[src/rtl/ccr_pkg.sv]
// Constants for the configuration cycle router.
// Assumes host I/O cycles arrive as synchronous single-cycle requests.
//
// Contract
// - Bus zero targets self or primary bus
// - Bus zero foreign device gives primary Type 0
// - Bus below secondary gives primary Type 1
// - Bus above secondary up to subordinate gives graphics Type 1
// - Bus equal secondary gives graphics Type 0
// - Type 1 carries device field on AD[15:11]
// - Own functions are devices 0 and 1
// - Function on AD[10:8]; nonzero own function aborts
// - Register field maps onto AD[7:2]
// - Enable bit maps data window to config
// - Data window takes 32/16/8-bit accesses
// - Only access mechanism one is supported
// - Each data access makes matching-direction cycle
// - Primary Type 0 one-hot select AD13..AD31
// - Primary device above 20 selects nothing
// - Graphics Type 0 one-hot select GAD16..GAD31
// - Graphics device above 15 selects nothing
// - Primary Type 1 address bits, low 01
// - Routing uses virtual bridge bus numbers
// - Nonzero bus outside span gives primary Type 1
// - Address register dword only at 0cf8
package ccr_pkg;
  localparam logic [15:0] CCR_ADDR_SELECT_IO = 16'h0cf8;
  localparam logic [15:0] CCR_DATA_WINDOW_IO = 16'h0cfc;
  localparam logic [31:0] CCR_ADDR_RESET     = 32'h0000_0000;
  localparam int CCR_ENABLE_BIT = 31;
  localparam int CCR_BUS_MSB    = 23;
  localparam int CCR_BUS_LSB    = 16;
  localparam int CCR_DEV_MSB    = 15;
  localparam int CCR_DEV_LSB    = 11;
  localparam int CCR_FUNC_MSB   = 10;
  localparam int CCR_FUNC_LSB   = 8;
  localparam int CCR_REG_MSB    = 7;
  localparam int CCR_REG_LSB    = 2;
  localparam logic [4:0] CCR_PRI_MAX_DEV = 5'h14;
  localparam logic [4:0] CCR_GFX_MAX_DEV = 5'h0f;
  localparam logic [4:0] CCR_HOST_DEV    = 5'h00;
  localparam logic [4:0] CCR_VBRIDGE_DEV = 5'h01;
  localparam logic [2:0] CCR_OWN_FUNC    = 3'h0;
  localparam logic [1:0] CCR_TYPE1_CODE  = 2'h1;
  localparam logic [1:0] CCR_TYPE0_CODE  = 2'h0;
  localparam logic [3:0] CCR_ALL_BYTES   = 4'hf;

  // Destination of one host access
  typedef enum logic [2:0] {
    CCR_DEST_NONE   = 3'b000,
    CCR_DEST_OWN    = 3'b001,
    CCR_DEST_PRI    = 3'b010,
    CCR_DEST_GFX    = 3'b011,
    CCR_DEST_ABORT  = 3'b100,
    CCR_DEST_IOPASS = 3'b101
  } ccr_dest_t;
endpackage

[src/rtl/ccr_router.sv]
// Configuration cycle router: host I/O to configuration cycles.
// Assumes a host I/O request is held for one cycle; cycle issue is a
// one-cycle request pulse toward the primary, graphics, own, pass-through or abort engines.
`timescale 1ns/1ps
`default_nettype none
module ccr_router (
  input  wire logic                CLK,
  input  wire logic                RST_B,
  // Host I/O request
  input  wire logic                IO_REQ,
  input  wire logic                IO_WRITE,
  input  wire logic [15:0]         IO_ADDR,
  input  wire logic [3:0]          IO_BE,
  input  wire logic [31:0]         IO_WDATA,
  output logic                     IO_ACK,
  output logic      [31:0]         IO_RDATA,
  output logic                     IO_CLAIM,
  // Virtual bridge bus numbers
  input  wire logic [7:0]          SECONDARY_BUS_VALUE,
  input  wire logic [7:0]          SUBORDINATE_BUS_VALUE,
  // Outbound configuration cycle
  output logic                     PRI_CFG_REQ,
  output logic                     GFX_CFG_REQ,
  output logic                     OWN_CFG_REQ,
  output logic                     IO_PASS_REQ,
  output logic                     CFG_ABORT,
  output logic                     CFG_WRITE,
  output logic                     CFG_TYPE1,
  output logic      [31:0]         CFG_ADDR,
  output logic      [3:0]          CFG_BE,
  output logic      [31:0]         CFG_WDATA
);
  import ccr_pkg::*;

  // ==========================================================
  // Address select register
  logic [31:0] config_address_select;
  logic [31:0] next_config_address_select;
  logic        hit_addr;
  logic        hit_addr_dword;
  logic        hit_data;
  logic        config_access_enable;

  assign hit_addr       = IO_REQ && (IO_ADDR == CCR_ADDR_SELECT_IO);
  assign hit_addr_dword = hit_addr && (IO_BE == CCR_ALL_BYTES);
  assign hit_data       = IO_REQ && (IO_ADDR == CCR_DATA_WINDOW_IO);
  assign config_access_enable = config_address_select[CCR_ENABLE_BIT];

  // Dword write loads; reserved bits 30:24 and 1:0 kept zero
  always_comb begin
    next_config_address_select = config_address_select;
    if (hit_addr_dword && IO_WRITE)
      next_config_address_select = {IO_WDATA[31], 7'h00, IO_WDATA[23:2], 2'h0};
  end

  always_ff @(posedge CLK or negedge RST_B) begin
    if (!RST_B) begin
      config_address_select <= CCR_ADDR_RESET;
    end else begin
      config_address_select <= next_config_address_select;
    end
  end

  // ==========================================================
  // Routing decode
  ccr_dest_t  route;
  logic [31:0] route_addr;
  logic        route_type1;

  ccr_decode u_decode (
    .addr_select           (config_address_select),
    .secondary_bus_value   (SECONDARY_BUS_VALUE),
    .subordinate_bus_value (SUBORDINATE_BUS_VALUE),
    .dest                  (route),
    .cycle_addr            (route_addr),
    .type1                 (route_type1)
  );

  // ==========================================================
  // Cycle issue: at most one registered request per host access
  ccr_dest_t   dest;
  ccr_dest_t   next_dest;
  logic        next_write;
  logic        next_type1;
  logic [31:0] next_addr;
  logic [3:0]  next_be;
  logic [31:0] next_wdata;
  logic [31:0] rdata;
  logic [31:0] next_rdata;
  logic        ack;
  logic        next_ack;

  // Only the 0cf8/0cfc pair exists; no alternate mechanism
  always_comb begin
    next_dest  = CCR_DEST_NONE;
    next_write = CFG_WRITE;
    next_type1 = CFG_TYPE1;
    next_addr  = CFG_ADDR;
    next_be    = CFG_BE;
    next_wdata = CFG_WDATA;
    next_rdata = rdata;
    next_ack   = 1'b0;
    if (hit_addr_dword) begin
      next_ack = 1'b1;
      if (!IO_WRITE)
        next_rdata = config_address_select;
    end else if (hit_addr) begin
      // Byte or word reference passes through as plain I/O
      next_dest  = CCR_DEST_IOPASS;
      next_write = IO_WRITE;
      next_addr  = {16'h0000, IO_ADDR};
      next_be    = IO_BE;
      next_wdata = IO_WDATA;
      next_type1 = 1'b0;
    end else if (hit_data && config_access_enable) begin
      next_dest  = route;
      next_write = IO_WRITE;
      next_addr  = route_addr;
      next_type1 = route_type1;
      next_be    = IO_BE; // Any byte lanes
      next_wdata = IO_WDATA;
    end else if (hit_data) begin
      // Disabled window passes through as plain I/O
      next_dest  = CCR_DEST_IOPASS;
      next_write = IO_WRITE;
      next_addr  = {16'h0000, IO_ADDR};
      next_be    = IO_BE;
      next_wdata = IO_WDATA;
      next_type1 = 1'b0;
    end
  end

  always_ff @(posedge CLK or negedge RST_B) begin
    if (!RST_B) begin
      dest      <= CCR_DEST_NONE;
      CFG_WRITE <= 1'b0;
      CFG_TYPE1 <= 1'b0;
      CFG_ADDR  <= 32'h0000_0000;
      CFG_BE    <= 4'h0;
      CFG_WDATA <= 32'h0000_0000;
      rdata     <= 32'h0000_0000;
      ack       <= 1'b0;
    end else begin
      dest      <= next_dest;
      CFG_WRITE <= next_write;
      CFG_TYPE1 <= next_type1;
      CFG_ADDR  <= next_addr;
      CFG_BE    <= next_be;
      CFG_WDATA <= next_wdata;
      rdata     <= next_rdata;
      ack       <= next_ack;
    end
  end

  // Decoded request strobes
  assign PRI_CFG_REQ = (dest == CCR_DEST_PRI);
  assign GFX_CFG_REQ = (dest == CCR_DEST_GFX);
  assign OWN_CFG_REQ = (dest == CCR_DEST_OWN);
  assign IO_PASS_REQ = (dest == CCR_DEST_IOPASS);
  assign CFG_ABORT   = (dest == CCR_DEST_ABORT);
  assign IO_ACK      = ack;
  assign IO_RDATA    = rdata;
  assign IO_CLAIM    = hit_addr_dword;

  // ==========================================================
  // Check helpers: select fields seen at a data window hit
  logic [7:0] chk_bus;
  logic [4:0] chk_dev;
  logic       chk_cfg;
  logic       chk_sec_hit;

  // Enabled window hit, and a hit aimed at the secondary bus itself
  assign chk_bus     = config_address_select[CCR_BUS_MSB:CCR_BUS_LSB];
  assign chk_dev     = config_address_select[CCR_DEV_MSB:CCR_DEV_LSB];
  assign chk_cfg     = hit_data && config_access_enable;
  assign chk_sec_hit = chk_cfg && (chk_bus != 8'h00) && (chk_bus == SECONDARY_BUS_VALUE) &&
                       (chk_bus <= SUBORDINATE_BUS_VALUE);

  // ==========================================================
  // Checks
  // Dword write loads the enable bit
  a_addr_load: assert property (@(posedge CLK) disable iff (!RST_B)
    hit_addr_dword && IO_WRITE |=> config_address_select[31] == $past(IO_WDATA[31]))
    else $error("address select not loaded");
  // Partial select access passes and leaves the register alone
  a_partial_pass: assert property (@(posedge CLK) disable iff (!RST_B)
    hit_addr && !hit_addr_dword |=> IO_PASS_REQ && config_address_select == $past(config_address_select))
    else $error("partial address access not passed");
  // Disabled window never makes a configuration cycle
  a_disabled_block: assert property (@(posedge CLK) disable iff (!RST_B)
    hit_data && !config_access_enable |=> !PRI_CFG_REQ && !GFX_CFG_REQ && !OWN_CFG_REQ)
    else $error("config cycle while disabled");
  // Cycle direction follows the host access
  a_dir_match: assert property (@(posedge CLK) disable iff (!RST_B)
    hit_data && config_access_enable |=> (CFG_WRITE == $past(IO_WRITE)) && !IO_PASS_REQ)
    else $error("cycle direction mismatch");
  // Type 1 image has code 01 low and zero high byte
  a_type1_low: assert property (@(posedge CLK) disable iff (!RST_B)
    (PRI_CFG_REQ || GFX_CFG_REQ) && CFG_TYPE1 |-> CFG_ADDR[1:0] == 2'h1 && CFG_ADDR[31:24] == 8'h00)
    else $error("type 1 address low bits wrong");
  // Primary Type 0 raises at most one foreign select
  a_pri_onehot: assert property (@(posedge CLK) disable iff (!RST_B)
    PRI_CFG_REQ && !CFG_TYPE1 |-> $onehot0(CFG_ADDR[31:11]) && !CFG_ADDR[11] && !CFG_ADDR[12])
    else $error("primary select not one-hot");
  // Graphics Type 0 raises at most one select
  a_gfx_onehot: assert property (@(posedge CLK) disable iff (!RST_B)
    GFX_CFG_REQ && !CFG_TYPE1 |-> $onehot0(CFG_ADDR[31:16]) && CFG_ADDR[15:11] == 5'h00)
    else $error("graphics select not one-hot");
  // Bus zero stays off the graphics port
  a_bus0_route: assert property (@(posedge CLK) disable iff (!RST_B)
    hit_data && config_access_enable && config_address_select[23:16] == 8'h00
      |=> !GFX_CFG_REQ && !CFG_TYPE1)
    else $error("bus zero misrouted");
  // Nonzero function aimed at our devices aborts
  a_func_abort: assert property (@(posedge CLK) disable iff (!RST_B)
    hit_data && config_access_enable && config_address_select[23:12] == 12'h000
      && config_address_select[10:8] != 3'h0 |=> CFG_ABORT)
    else $error("foreign function not aborted");
  // Ports other than the pair leave the acknowledge and every request strobe quiet
  a_idle_quiet: assert property (@(posedge CLK) disable iff (!RST_B)
    !hit_addr && !hit_data |=> !IO_ACK && !PRI_CFG_REQ && !GFX_CFG_REQ
      && !OWN_CFG_REQ && !IO_PASS_REQ && !CFG_ABORT)
    else $error("request on an unmapped port");
  // Acknowledge only answers a dword select access
  a_ack_cause: assert property (@(posedge CLK) disable iff (!RST_B)
    IO_ACK |-> $past(hit_addr_dword))
    else $error("acknowledge without dword select access");
  // Dword select access is acknowledged, never passed on
  a_dword_ack: assert property (@(posedge CLK) disable iff (!RST_B)
    hit_addr_dword |=> IO_ACK && !IO_PASS_REQ)
    else $error("dword select access not acknowledged");
  // Dword read returns the stored select value
  a_read_select: assert property (@(posedge CLK) disable iff (!RST_B)
    hit_addr_dword && !IO_WRITE |=> IO_RDATA == $past(config_address_select))
    else $error("select read data wrong");
  // Nonzero bus below secondary goes to primary as Type 1
  a_below_sec: assert property (@(posedge CLK) disable iff (!RST_B)
    chk_cfg && (chk_bus != 8'h00) && (chk_bus < SECONDARY_BUS_VALUE) |=> PRI_CFG_REQ && CFG_TYPE1)
    else $error("bus below secondary misrouted");
  // Bus above subordinate goes to primary as Type 1
  a_above_sub: assert property (@(posedge CLK) disable iff (!RST_B)
    chk_cfg && (chk_bus > SUBORDINATE_BUS_VALUE) |=> PRI_CFG_REQ && CFG_TYPE1)
    else $error("bus above subordinate misrouted");
  // Bus inside the span but past secondary is graphics Type 1
  a_span_type1: assert property (@(posedge CLK) disable iff (!RST_B)
    chk_cfg && (chk_bus > SECONDARY_BUS_VALUE) && (chk_bus <= SUBORDINATE_BUS_VALUE)
      |=> GFX_CFG_REQ && CFG_TYPE1)
    else $error("bus behind secondary misrouted");
  // Bus equal to secondary is graphics Type 0
  a_sec_type0: assert property (@(posedge CLK) disable iff (!RST_B)
    chk_sec_hit |=> GFX_CFG_REQ && !CFG_TYPE1)
    else $error("secondary bus misrouted");
  // Type 1 image copies bits 23:2 of the select value
  a_type1_copy: assert property (@(posedge CLK) disable iff (!RST_B)
    chk_cfg |=> !CFG_TYPE1 || (CFG_ADDR[23:2] == $past(config_address_select[23:2])))
    else $error("type 1 address fields wrong");
  // Bus zero image carries function and register unchanged
  a_bus0_image: assert property (@(posedge CLK) disable iff (!RST_B)
    chk_cfg && (chk_bus == 8'h00) |=> CFG_ADDR[10:0] == {$past(config_address_select[10:2]), 2'h0})
    else $error("bus zero register field wrong");
  // Graphics Type 0 image carries function and register unchanged
  a_gfx_image: assert property (@(posedge CLK) disable iff (!RST_B)
    chk_sec_hit |=> CFG_ADDR[15:0] == {5'h00, $past(config_address_select[10:2]), 2'h0})
    else $error("graphics function field wrong");
  // Foreign device on bus zero raises its own select line
  a_pri_select: assert property (@(posedge CLK) disable iff (!RST_B)
    chk_cfg && (chk_bus == 8'h00) && (chk_dev > CCR_VBRIDGE_DEV) && (chk_dev <= CCR_PRI_MAX_DEV)
      |=> PRI_CFG_REQ && (CFG_ADDR[31:11] == (21'h000001 << $past(chk_dev))))
    else $error("primary select line wrong");
  // Primary device past the last select raises none
  a_pri_beyond: assert property (@(posedge CLK) disable iff (!RST_B)
    chk_cfg && (chk_bus == 8'h00) && (chk_dev > CCR_PRI_MAX_DEV)
      |=> PRI_CFG_REQ && (CFG_ADDR[31:11] == 21'h000000))
    else $error("primary select raised past last device");
  // Graphics device raises its own select line
  a_gfx_select: assert property (@(posedge CLK) disable iff (!RST_B)
    chk_sec_hit && (chk_dev <= CCR_GFX_MAX_DEV) |=> CFG_ADDR[31:16] == (16'h0001 << $past(chk_dev)))
    else $error("graphics select line wrong");
  // Graphics device past the last select raises none
  a_gfx_beyond: assert property (@(posedge CLK) disable iff (!RST_B)
    chk_sec_hit && (chk_dev > CCR_GFX_MAX_DEV) |=> GFX_CFG_REQ && (CFG_ADDR[31:16] == 16'h0000))
    else $error("graphics select raised past last device");
  // Own functions claim the cycle on the matching internal select
  a_own_select: assert property (@(posedge CLK) disable iff (!RST_B)
    chk_cfg && (chk_bus == 8'h00) && (chk_dev <= CCR_VBRIDGE_DEV)
      && (config_address_select[10:8] == CCR_OWN_FUNC)
      |=> OWN_CFG_REQ && (CFG_ADDR[12:11] == ($past(chk_dev[0]) ? 2'h2 : 2'h1)))
    else $error("own function select wrong");
  // Byte lanes and write data pass to the cycle unchanged
  a_data_forward: assert property (@(posedge CLK) disable iff (!RST_B)
    hit_data |=> (CFG_BE == $past(IO_BE)) && (!CFG_WRITE || (CFG_WDATA == $past(IO_WDATA))))
    else $error("byte lanes or write data not forwarded");
  // Pass-through cycle carries the plain I/O address
  a_pass_image: assert property (@(posedge CLK) disable iff (!RST_B)
    (hit_addr && !hit_addr_dword) || (hit_data && !config_access_enable)
      |=> IO_PASS_REQ && !CFG_TYPE1 && (CFG_ADDR == {16'h0000, $past(IO_ADDR)}))
    else $error("pass-through address wrong");
  // Enabled window always becomes a configuration cycle
  a_window_map: assert property (@(posedge CLK) disable iff (!RST_B)
    chk_cfg |=> PRI_CFG_REQ || GFX_CFG_REQ || OWN_CFG_REQ || CFG_ABORT)
    else $error("enabled window access not mapped");
endmodule
`default_nettype wire

[src/rtl/ccr_decode.sv]
// Combinational routing decode of the stored address select value.
// Assumes bus numbers from the virtual bridge are stable while used.
`timescale 1ns/1ps
`default_nettype none
module ccr_decode (
  input  wire logic [31:0]       addr_select,
  input  wire logic [7:0]        secondary_bus_value,
  input  wire logic [7:0]        subordinate_bus_value,
  output ccr_pkg::ccr_dest_t     dest,
  output logic      [31:0]       cycle_addr,
  output logic                   type1
);
  import ccr_pkg::*;

  logic [7:0] target_bus_field;
  logic [4:0] target_device_field;
  logic [2:0] target_function_field;
  logic [5:0] target_register_field;
  logic       in_span;

  // Fields of the stored select value
  assign target_bus_field      = addr_select[CCR_BUS_MSB:CCR_BUS_LSB];
  assign target_device_field   = addr_select[CCR_DEV_MSB:CCR_DEV_LSB];
  assign target_function_field = addr_select[CCR_FUNC_MSB:CCR_FUNC_LSB];
  assign target_register_field = addr_select[CCR_REG_MSB:CCR_REG_LSB];
  // Inclusive secondary..subordinate span
  assign in_span = (target_bus_field >= secondary_bus_value) &&
                   (target_bus_field <= subordinate_bus_value);

  // Route and address phase image
  always_comb begin
    dest       = CCR_DEST_PRI;
    type1      = 1'b0;
    cycle_addr = 32'h0000_0000;
    if (target_bus_field == 8'h00) begin
      cycle_addr[10:2] = {target_function_field, target_register_field};
      if (target_device_field == CCR_HOST_DEV || target_device_field == CCR_VBRIDGE_DEV) begin
        // Own functions; idsel on AD11/AD12 used internally
        cycle_addr[5'd11 + target_device_field] = 1'b1;
        dest = (target_function_field == CCR_OWN_FUNC) ? CCR_DEST_OWN : CCR_DEST_ABORT;
      end else begin
        dest = CCR_DEST_PRI;
        if (target_device_field <= CCR_PRI_MAX_DEV)
          cycle_addr[5'd11 + target_device_field] = 1'b1;
        // Beyond device 20 no select: master abort on bus
      end
    end else if (!in_span) begin
      // Covers bus below secondary and above subordinate
      dest       = CCR_DEST_PRI;
      type1      = 1'b1;
      cycle_addr = {8'h00, addr_select[23:2], CCR_TYPE1_CODE};
    end else if (target_bus_field == secondary_bus_value) begin
      dest = CCR_DEST_GFX;
      cycle_addr[10:2] = {target_function_field, target_register_field};
      if (target_device_field <= CCR_GFX_MAX_DEV)
        cycle_addr[5'd16 + target_device_field] = 1'b1;
      // Beyond device 15 no select
    end else begin
      dest       = CCR_DEST_GFX;
      type1      = 1'b1;
      cycle_addr = {8'h00, addr_select[23:2], CCR_TYPE1_CODE};
    end
  end
endmodule
`default_nettype wire

[config.mk]
export PLATFORM = sky130hd
export DESIGN_NAME = ccr_router
export DESIGN_NICKNAME = d
export VERILOG_FILES = /design/src/rtl/ccr_pkg.sv /design/src/rtl/ccr_router.sv /design/src/rtl/ccr_decode.sv
export SDC_FILE = /design/constraint.sdc
export NUM_CORES = 1
export LEC_CHECK = 0
export BUFFER_PORTS_ARGS = -buffer_cell sky130_fd_sc_hd__buf_2
export CORE_UTILIZATION = 55
export DETAILED_ROUTE_END_ITERATION = 16
export PLACE_DENSITY = 0.94
export SLEW_MARGIN = 20
export SYNTH_ARGS = -nofsm -noshare
export SYNTH_HDL_FRONTEND = slang
export SYNTH_SLANG_ARGS = --single-unit
[constraint.sdc]
create_clock -name CLK -period 5.6 [get_ports CLK]
set_clock_uncertainty 0.2 [all_clocks]
set_input_delay 1.12 -clock CLK [delete_from_list [all_inputs] [get_ports CLK]]
set_output_delay 1.12 -clock CLK [all_outputs]
set_load 0.1 [all_outputs]
### After elaboration in Yosys (flattened, before gate mapping)

Index checks and enable logic that the tools add are counted.

| storage, ports and cells | value |
|---|---|
| bits of input ports | 72 |
| register bits after elaboration | 120 |
| output and inout bits | 109 |
| word-level logic and storage cells | 85 |

| cells by class | value |
|---|---|
| muxes and demuxes | 37 |
| bitwise logic cells | 4 |
| equal/unequal tests | 10 |
| reductions and logical operators | 15 |
| magnitude comparators | 8 |
| add/subtract/negate cells | 2 |

Operator list:

| kind | count |
|---|---|
| $mux 32 | 12 |
| $or 11x32->32 | 2 |
| $eq 16x12->1 const B | 2 |
| $mux 3 | 7 |
| $mux 1 | 13 |
| $lt 5x6->1 const B | 2 |
| $mux 4 | 3 |
| $demux 1 s5 | 2 |
| $ge 5x1->1 const B | 2 |
| $eq 8x8->1 | 1 |
| $ge 8x8->1 | 1 |
| $le 8x8->1 | 1 |
| $logic_and 1x1->1 | 8 |
| $logic_not 8->1 | 1 |
| $eq 3x2->1 const B | 2 |
| $eq 3x3->1 const B | 2 |
| $add 4x5->5 const A | 1 |
| $add 5x5->5 const A | 1 |
| $eq 5x1->1 const B | 1 |
| $le 5x4->1 const B | 1 |
| $le 5x5->1 const B | 1 |
| $logic_not 5->1 | 1 |
| $eq 4x4->1 const B | 1 |
| $reduce_and 2->1 | 2 |
| other kinds (5) | 6 |

### Longest topological paths before layout

Gate-level depths: netlist (run 1).

| depth | value |
|---|---|
| word-level depth | 12 |
| gate-level depth with buffers | 9 |
| gate-level depth less buffers | 8 |

### Cells and area by module

Synthesis (run 1) repeated with hierarchy kept, for this count alone.

| unflattened totals | value |
|---|---|
| cell total of the unflattened synthesis | 460 |
| area total of the unflattened synthesis | 5823.1 µm² |

Modules (own cells, without submodules):

| module | sequential area each (µm²) | area each (µm²) | instances | cells an instance |
|---|---|---|---|---|
| ccr_router | 3002.9 | 4817.1 | 1 | 306 |
| ccr_decode | 0.0 | 1006.0 | 1 | 154 |

### Least setup slack after synthesis (run 1)

No wires, ideal clock.

| timing | value |
|---|---|
| kind | input -> output |
| start | input IO_ADDR[12] |
| end | output IO_CLAIM |
| data arrival time | 2.926 ns |
| data required time | 4.280 ns |
| buffers on the path | 0 |
| stages on the path | 3 |
| slack | 1.354 ns |
| path through | nor4_4 nand4_2 nor2_1 |

| on the way | value |
|---|---|
| word-level cells in the longest chain between the ends | 3 |

RTL lines:

| what | line | RTL |
|---|---|---|
| start, declared | ccr_router.sv:12 | `input wire logic [15:0] IO_ADDR,` |
| $eq 16x12->1 | ccr_router.sv:44 | `assign hit_addr = IO_REQ && (IO_ADDR == CCR_ADDR_SELECT_IO);` |
| $logic_and 1x1->1 | ccr_router.sv:44 |  |
| $logic_and 1x1->1 | ccr_router.sv:45 | `assign hit_addr_dword = hit_addr && (IO_BE == CCR_ALL_BYTES);` |
| end, declared | ccr_router.sv:17 | `output logic IO_CLAIM,` |

No other way between the ends.

### Worst setup path after layout (run 1)

Same ends and word-level chain as after synthesis.

==> results of run 1 <==
## worst max-delay path: stages
cell and delay [ns]:
buf_2 0.12, nor4_4 0.33, nand4_2 0.22, nor2_1 0.19, buf_2 0.45
## worst paths after layout
| check | startpoint | end | slack, ns | cells after the start |
|---|---|---|---|---|
| setup / recovery | IO_ADDR[12] | IO_CLAIM | 1.85 | 5 |
| hold / removal | CFG_WDATA[24]$_DFFE_PN0P_ | CFG_WDATA[24]$_DFFE_PN0P_ | 0.26 | 2 |
| setup reg to reg | config_address_select[17]$_DFFE_PN0P_ | CFG_ADDR[27]$_DFFE_PN0P_ | 3.05 | 6 |
| hold reg to reg | CFG_WDATA[24]$_DFFE_PN0P_ | CFG_WDATA[24]$_DFFE_PN0P_ | 0.26 | 2 |
| max in group asynchronous | RST_B | CFG_WDATA[1]$_DFFE_PN0P_ | 3.81 | 2 |
| min in group asynchronous | RST_B | config_address_select[8]$_DFFE_PN0P_ | 0.43 | 1 |
## cells in the final DEF, fill, tap and decap left out, drive strengths merged, types with 3 or more instances in the layout
cell / instances
o22a: 6
nor2b: 5
or2: 3
nor4: 3
mux2i: 8
inv: 20
a21oi: 22
nand2b: 6
bufinv: 3
ha: 16
nand4: 6
nor3: 10
a31oi: 3
o21ai: 15
mux2: 46
nor2: 17
nand3: 3
a22oi: 9
dfrtp: 120
conb: 9
clkinvlp: 5
nor3b: 3
nand2: 138
clkbuf: 19
buf: 175
clkinv: 3
o31ai: 10
## report_power, final
part           internal, uW  switching [uW]  total, uW
clock network           694             403       1100
registers               868           0.141        868
logic                  25.2            63.9       89.1
total                  1590             467       2050
## routing by layer
layer	global-route usage, %	routed length (um)	part of all wire [%]	vias up
li1	-	-	-	2145
met1	35.09	5714	40	2224
met2	47.69	7408	52	259
met3	5.559	903	6.3	36
met4	14.73	332	2.3	0
met5	0	0	0	-
## flip-flops by register name, summed over array words and instances, names as in the netlist
| signal | flops |
|---|---|
| IO_RDATA | 23 |
| CFG_ADDR | 32 |
| config_address_select | 23 |
| CFG_WDATA | 32 |
| CFG_BE | 4 |
| CFG_TYPE1 | 1 |
| IO_ACK | 1 |
| dest | 3 |
| CFG_WRITE | 1 |
## logic make-up after synthesis
| family | Yosys count | synth area share [%] |
|---|---|---|
| buffers and inverters | 55 | 5.085 |
| AO/OA/AOI/OAI | 79 | 9.456 |
| other | 1 | 0.06684 |
| XOR/XNOR | 1 | 0.1561 |
| flip-flops | 120 | 53.52 |
| AND/OR/NAND/NOR | 205 | 17.48 |
| adder cells (fa/ha/maj) | 16 | 3.568 |
| multiplexers | 54 | 10.66 |
## final cells by class
| type | instances | share of cell area, % |
|---|---|---|
| sequential | 120 | 42.33 |
| tap | 133 | 2.346 |
| clock inverter | 13 | 2.416 |
| timing repair buffer | 175 | 12.57 |
| clock buffer | 19 | 6.085 |
| multi-input combinational | 364 | 33.30 |
| inverter | 18 | 0.9524 |
## metrics by stage
stage | hold WS (ns) | util (%)
global placement | 0.2435 | 66.07
finish | 0.2579 | 72.25
floorplan | 0.2817 | -
CTS | 0.2636 | 72.21
global route | 0.2889 | 72.25
detailed placement | 0.2510 | 66.07
==> flow_metrics.tcl, run 1 <==
set metrics [dict create \
    start_kind "input pin" \
    num_rows 36 \
    arrival_ns 2.43 \
    dp_hpwl_mm 10.03 \
    synth_area_per_cell_um2 10.57 \
    synthToLayoutAreaGrowth_pct 26.45 \
    drv_slew 0 \
    overflow 0 \
    antenna_left 0 \
    via_per_inst 5.539 \
    grt_max_degree 84 \
    regArea_um2 3003 \
    final_design_area_no_fill_um2 7094 \
    worst_pin_slew_ns 1.084 \
    synth_top_area_share_pct 53.52 \
    leakagePower_uw 0.004017 \
    initial_utilization_pct 57.14 \
    cts-root-buf "clkbuf_8" \
    fillers 715 \
    drt-initial-drc-count 285 \
    yosys.area.top_type "dfrtp_1" \
    placedCellCount 810 \
    cts_made_buffers 17 \
    drtPass1Iterations 5 \
    clock_latency_ns 0.52 \
    synth_cells 531 \
    critPathCaptureType "output pin" \
    fin_crit_sh_pct 66.97 \
    ys_seq_elements 120 \
    die_w_um 103 \
    place_congestion 0.8225 \
    synthTopCellsByArea "dfrtp_1, nand2_1, mux2_2, ha_1, a21oi_1" \
    cts_resized 0 \
    hold_buffers 0 \
    drv_cap 0 \
    die_h_um 103 \
    syn_area_um2 5610 \
    power_uw 2054 \
    antenna_found_initial 0 \
    min_path_type "reg -> reg" \
    seq_area_frac_synth_pct 53.52 \
    yosysMostFrequentCell "nand2_1" \
    antenna_cells 0 \
    fin_crit_ns 3.750 \
    ir_drop_mv 0.2014 \
    worstPathMaxFanout 5 \
    finalSetupViolCount 0 \
    core_um2 9819 \
    synthArstFlopShare_pct 100.0 \
    ios 181 \
    grt_pass1_vias 4555 \
    ys_warn_count 0 \
    grt.total_usage_pct 28.44 \
    clk_pin_slew_ns 0.06 \
    fmax_mhz 266.6 \
    finalWorstSetupSlack_ns 1.850 \
    slew_headroom_pct 27.51 \
    grt_pass1_wl_mm 22.25 \
    fin_tns_setup_ns 0 \
    required_ns 4.28 \
    totalWireLength_mm 14.36 \
    drive_gt1_share_pct 37.52 \
    synthTopCellsByCount "nand2_1, dfrtp_1, mux2_2, a21oi_1, inv_1" \
    clock-sinks 120 \
    drc 0 \
    yosys.cell_types.count 55 \
    status "completed" \
    post_cts_buffers 0 \
    rsz0062_at_grt "false" \
    synth-edff-count 0 \
    final_nets 784 \
    io_buffers 171 \
    vias 4664 \
    htree_levels 4 \
    synthFlopType "dfrtp_1" \
    place_ws_ns 1.852 \
    p_per_area_nw_per_um2 289.5 \
    multi_input_area_um2 2362 \
    die-area_um2 10610 \
    drt-wirelength-per-cell_um 17.05 \
    report.final.hold_viol_count 0 \
    postPlaceCellArea_um2 6487 \
    max-clock-path-buffers 2 \
    crit_type "in -> out" \
    final_cells 842 \
    cts_tree "yes" \
]
(Power assumes the default switching activity.)
==> inputs of run 2 (changes only) <==
CORE_UTILIZATION = 46   (was 55)
PLACE_DENSITY = 0.84   (was 0.94)
clock period = 3.2 ns   (was 5.6 ns; I/O delays follow)
==> flow_metrics.tcl, run 2 (synthesized netlist as in run 1, its figures left out) <==
set metrics [dict create \
    leakagePower_uw 0.004063 \
    drt-wirelength-per-cell_um 16.63 \
    grt.total_usage_pct 23.77 \
    use_met1_pct 29.88 \
    clock_latency_ns 0.41 \
    start_kind "input pin" \
    power_frac_comb_pct 4.3 \
    required_ns 2.36 \
    drt-initial-drc-count 212 \
    die_w_um 112.4 \
    drive_gt1_share_pct 38.15 \
    p_per_area_nw_per_um2 511.2 \
    worstPathMaxFanout 5 \
    clk_pin_slew_ns 0.06 \
    grt_pass1_wl_mm 23.03 \
    synthToLayoutAreaGrowth_pct 27.83 \
    cts-root-buf "clkbuf_16" \
    via_per_inst 5.332 \
    reg2reg_from "config_address_select[17]$_DFFE_PN0P_" \
    ir_drop_mv 0.3330 \
    mostFrequentLayoutCells "buf_2, nand2_1, dfrtp_1, mux2_2, a21oi_1" \
    dp_hpwl_mm 10.28 \
    fillers 930 \
    p_seq_share_pct 41.4 \
    die-area_um2 12640 \
    fin_util_pct 61.50 \
    cts_made_buffers 17 \
    grt_max_degree 75 \
    antenna_cells 0 \
    p_int_uw 2840 \
    vias 4564 \
    crit_type "in -> out" \
    worst_path_most_repeated_cell "buf_2" \
    worst_pin_slew_ns 0.8029 \
    drtPass1Iterations 4 \
    ios 181 \
    p_sw_share_pct 22.54 \
    die_h_um 112.4 \
    min_path_type "in -> async" \
    slew_headroom_pct 46.47 \
    fin_crit_ns 2.746 \
    r2r_slack_ns 0.73 \
    drv_slew 0 \
    core_um2 11660 \
    place_congestion 0.8205 \
    clock-sinks 120 \
    report.final.hold_viol_count 0 \
    cp_cell_sequence "buf_2 -> nor4_4 -> nand4_2 -> nor2_2 -> buf_2" \
    layout_commonest_cell "buf_2" \
    rsz0062_at_grt "false" \
    fmax_mhz 364.2 \
    p_sw_uw 826.5 \
    post_cts_buffers 0 \
    cts_resized 0 \
    max-clock-path-buffers 2 \
    overflow 0 \
    fin_tns_setup_ns 0 \
    antenna_found_initial 0 \
    drv_cap 0 \
    finalSetupViolCount 0 \
    r2r_cells 5 \
    r2r_end "CFG_ADDR[26]$_DFFE_PN0P_" \
    critPathCaptureType "output pin" \
    status "completed" \
    io_buffers 171 \
    grt_busiest_layer "met2" \
    htree_levels 4 \
    grt_util_met2_pct 39.59 \
    final_nets 788 \
    drc 0 \
    use_met3_pct 5.616 \
    hold_buffers 0 \
    max_stage_delay_ns 0.44 \
    antenna_left 0 \
    arrival_ns 1.91 \
    cts_tree "yes" \
    initial_utilization_pct 48.11 \
    grt_pass1_vias 4582 \
    fin_crit_sh_pct 85.81 \
    totalWireLength_mm 14.24 \
    pwr-share-clk_pct 54.3 \
    num_rows 39 \
    reg.largest.list "CFG_ADDR x32, CFG_WDATA x32" \
    cp_slowest_cell "buf_2" \
]
==> run 2: power groups by stage <==
| stage | registers, uW | clock network [uW] | logic [uW] |
|---|---|---|---|
| finish | 1520 | 1990 | 158 |
| global route | 1520 | 2080 | 174 |
| CTS | 1520 | 2010 | 160 |
| detailed placement | 1550 | 0 | 159 |
| global placement | 1550 | 0 | 154 |
| floorplan | 1550 | 0 | 73.9 |
==> run 2: stage by stage <==
stage / std cells / hold slack (ns) / cell area [um2] / worst slack (ns) / power, uW
6_report: 856 / 0.04036 / 7172 / 0.4541 / 3666
3_5_place_dp: 824 / 0.2505 / 6550 / 0.4102 / 1705
5_1_grt: 856 / 0.08002 / 7172 / 0.3318 / 3773
4_1_cts: 856 / 0.05126 / 7172 / 0.4321 / 3686
3_3_place_gp: 824 / 0.2471 / 6550 / 0.4690 / 1700
2_1_floorplan: 539 / 0.1444 / 5648 / -0.2481 / 1623
==> run 2: worst max-delay path by stage <==
| stage | from | slack, ns | depth (start not counted) | to |
|---|---|---|---|---|
| 6_report | IO_ADDR[12] | 0.45 | 5 | IO_CLAIM |
| 4_1_cts | IO_ADDR[12] | 0.43 | 5 | IO_CLAIM |
| 2_1_floorplan | dest[2]$_DFF_PN0_ | -0.25 | 1 | OWN_CFG_REQ |
| 3_3_place_gp | IO_ADDR[12] | 0.47 | 6 | CFG_ADDR[8]$_DFFE_PN0P_ |
| 5_1_grt | IO_ADDR[0] | 0.33 | 5 | IO_CLAIM |
| 3_5_place_dp | IO_ADDR[12] | 0.41 | 6 | CFG_ADDR[8]$_DFFE_PN0P_ |
==> run 2: final cells by class <==
type	instances	area, um2	share of cell area [%]
multi-input cells	364	2370	33.04
repair buffers	179	930.9	12.98
well taps	143	178.9	2.495
clock buffers	20	456.7	6.368
flip-flops and latches	120	3003	41.87
clock inverters	12	165.2	2.303
inverters	18	67.56	0.9421
==> run 2: critical path: cells and delay by family <==
family	cells	cell delay (ns)
buffers and inverters	2	0.55
AND/OR/NAND/NOR	3	0.72
==> run 2: per-layer routing <==
| layer | share of wire, % | wire length, um | vias to the layer above |
|---|---|---|---|
| li1 | - | - | 2149 |
| met1 | 42 | 6023 | 2226 |
| met2 | 50 | 7132 | 161 |
| met3 | 4.9 | 701 | 28 |
| met4 | 2.7 | 378 | 0 |
| met5 | 0 | 0 | - |
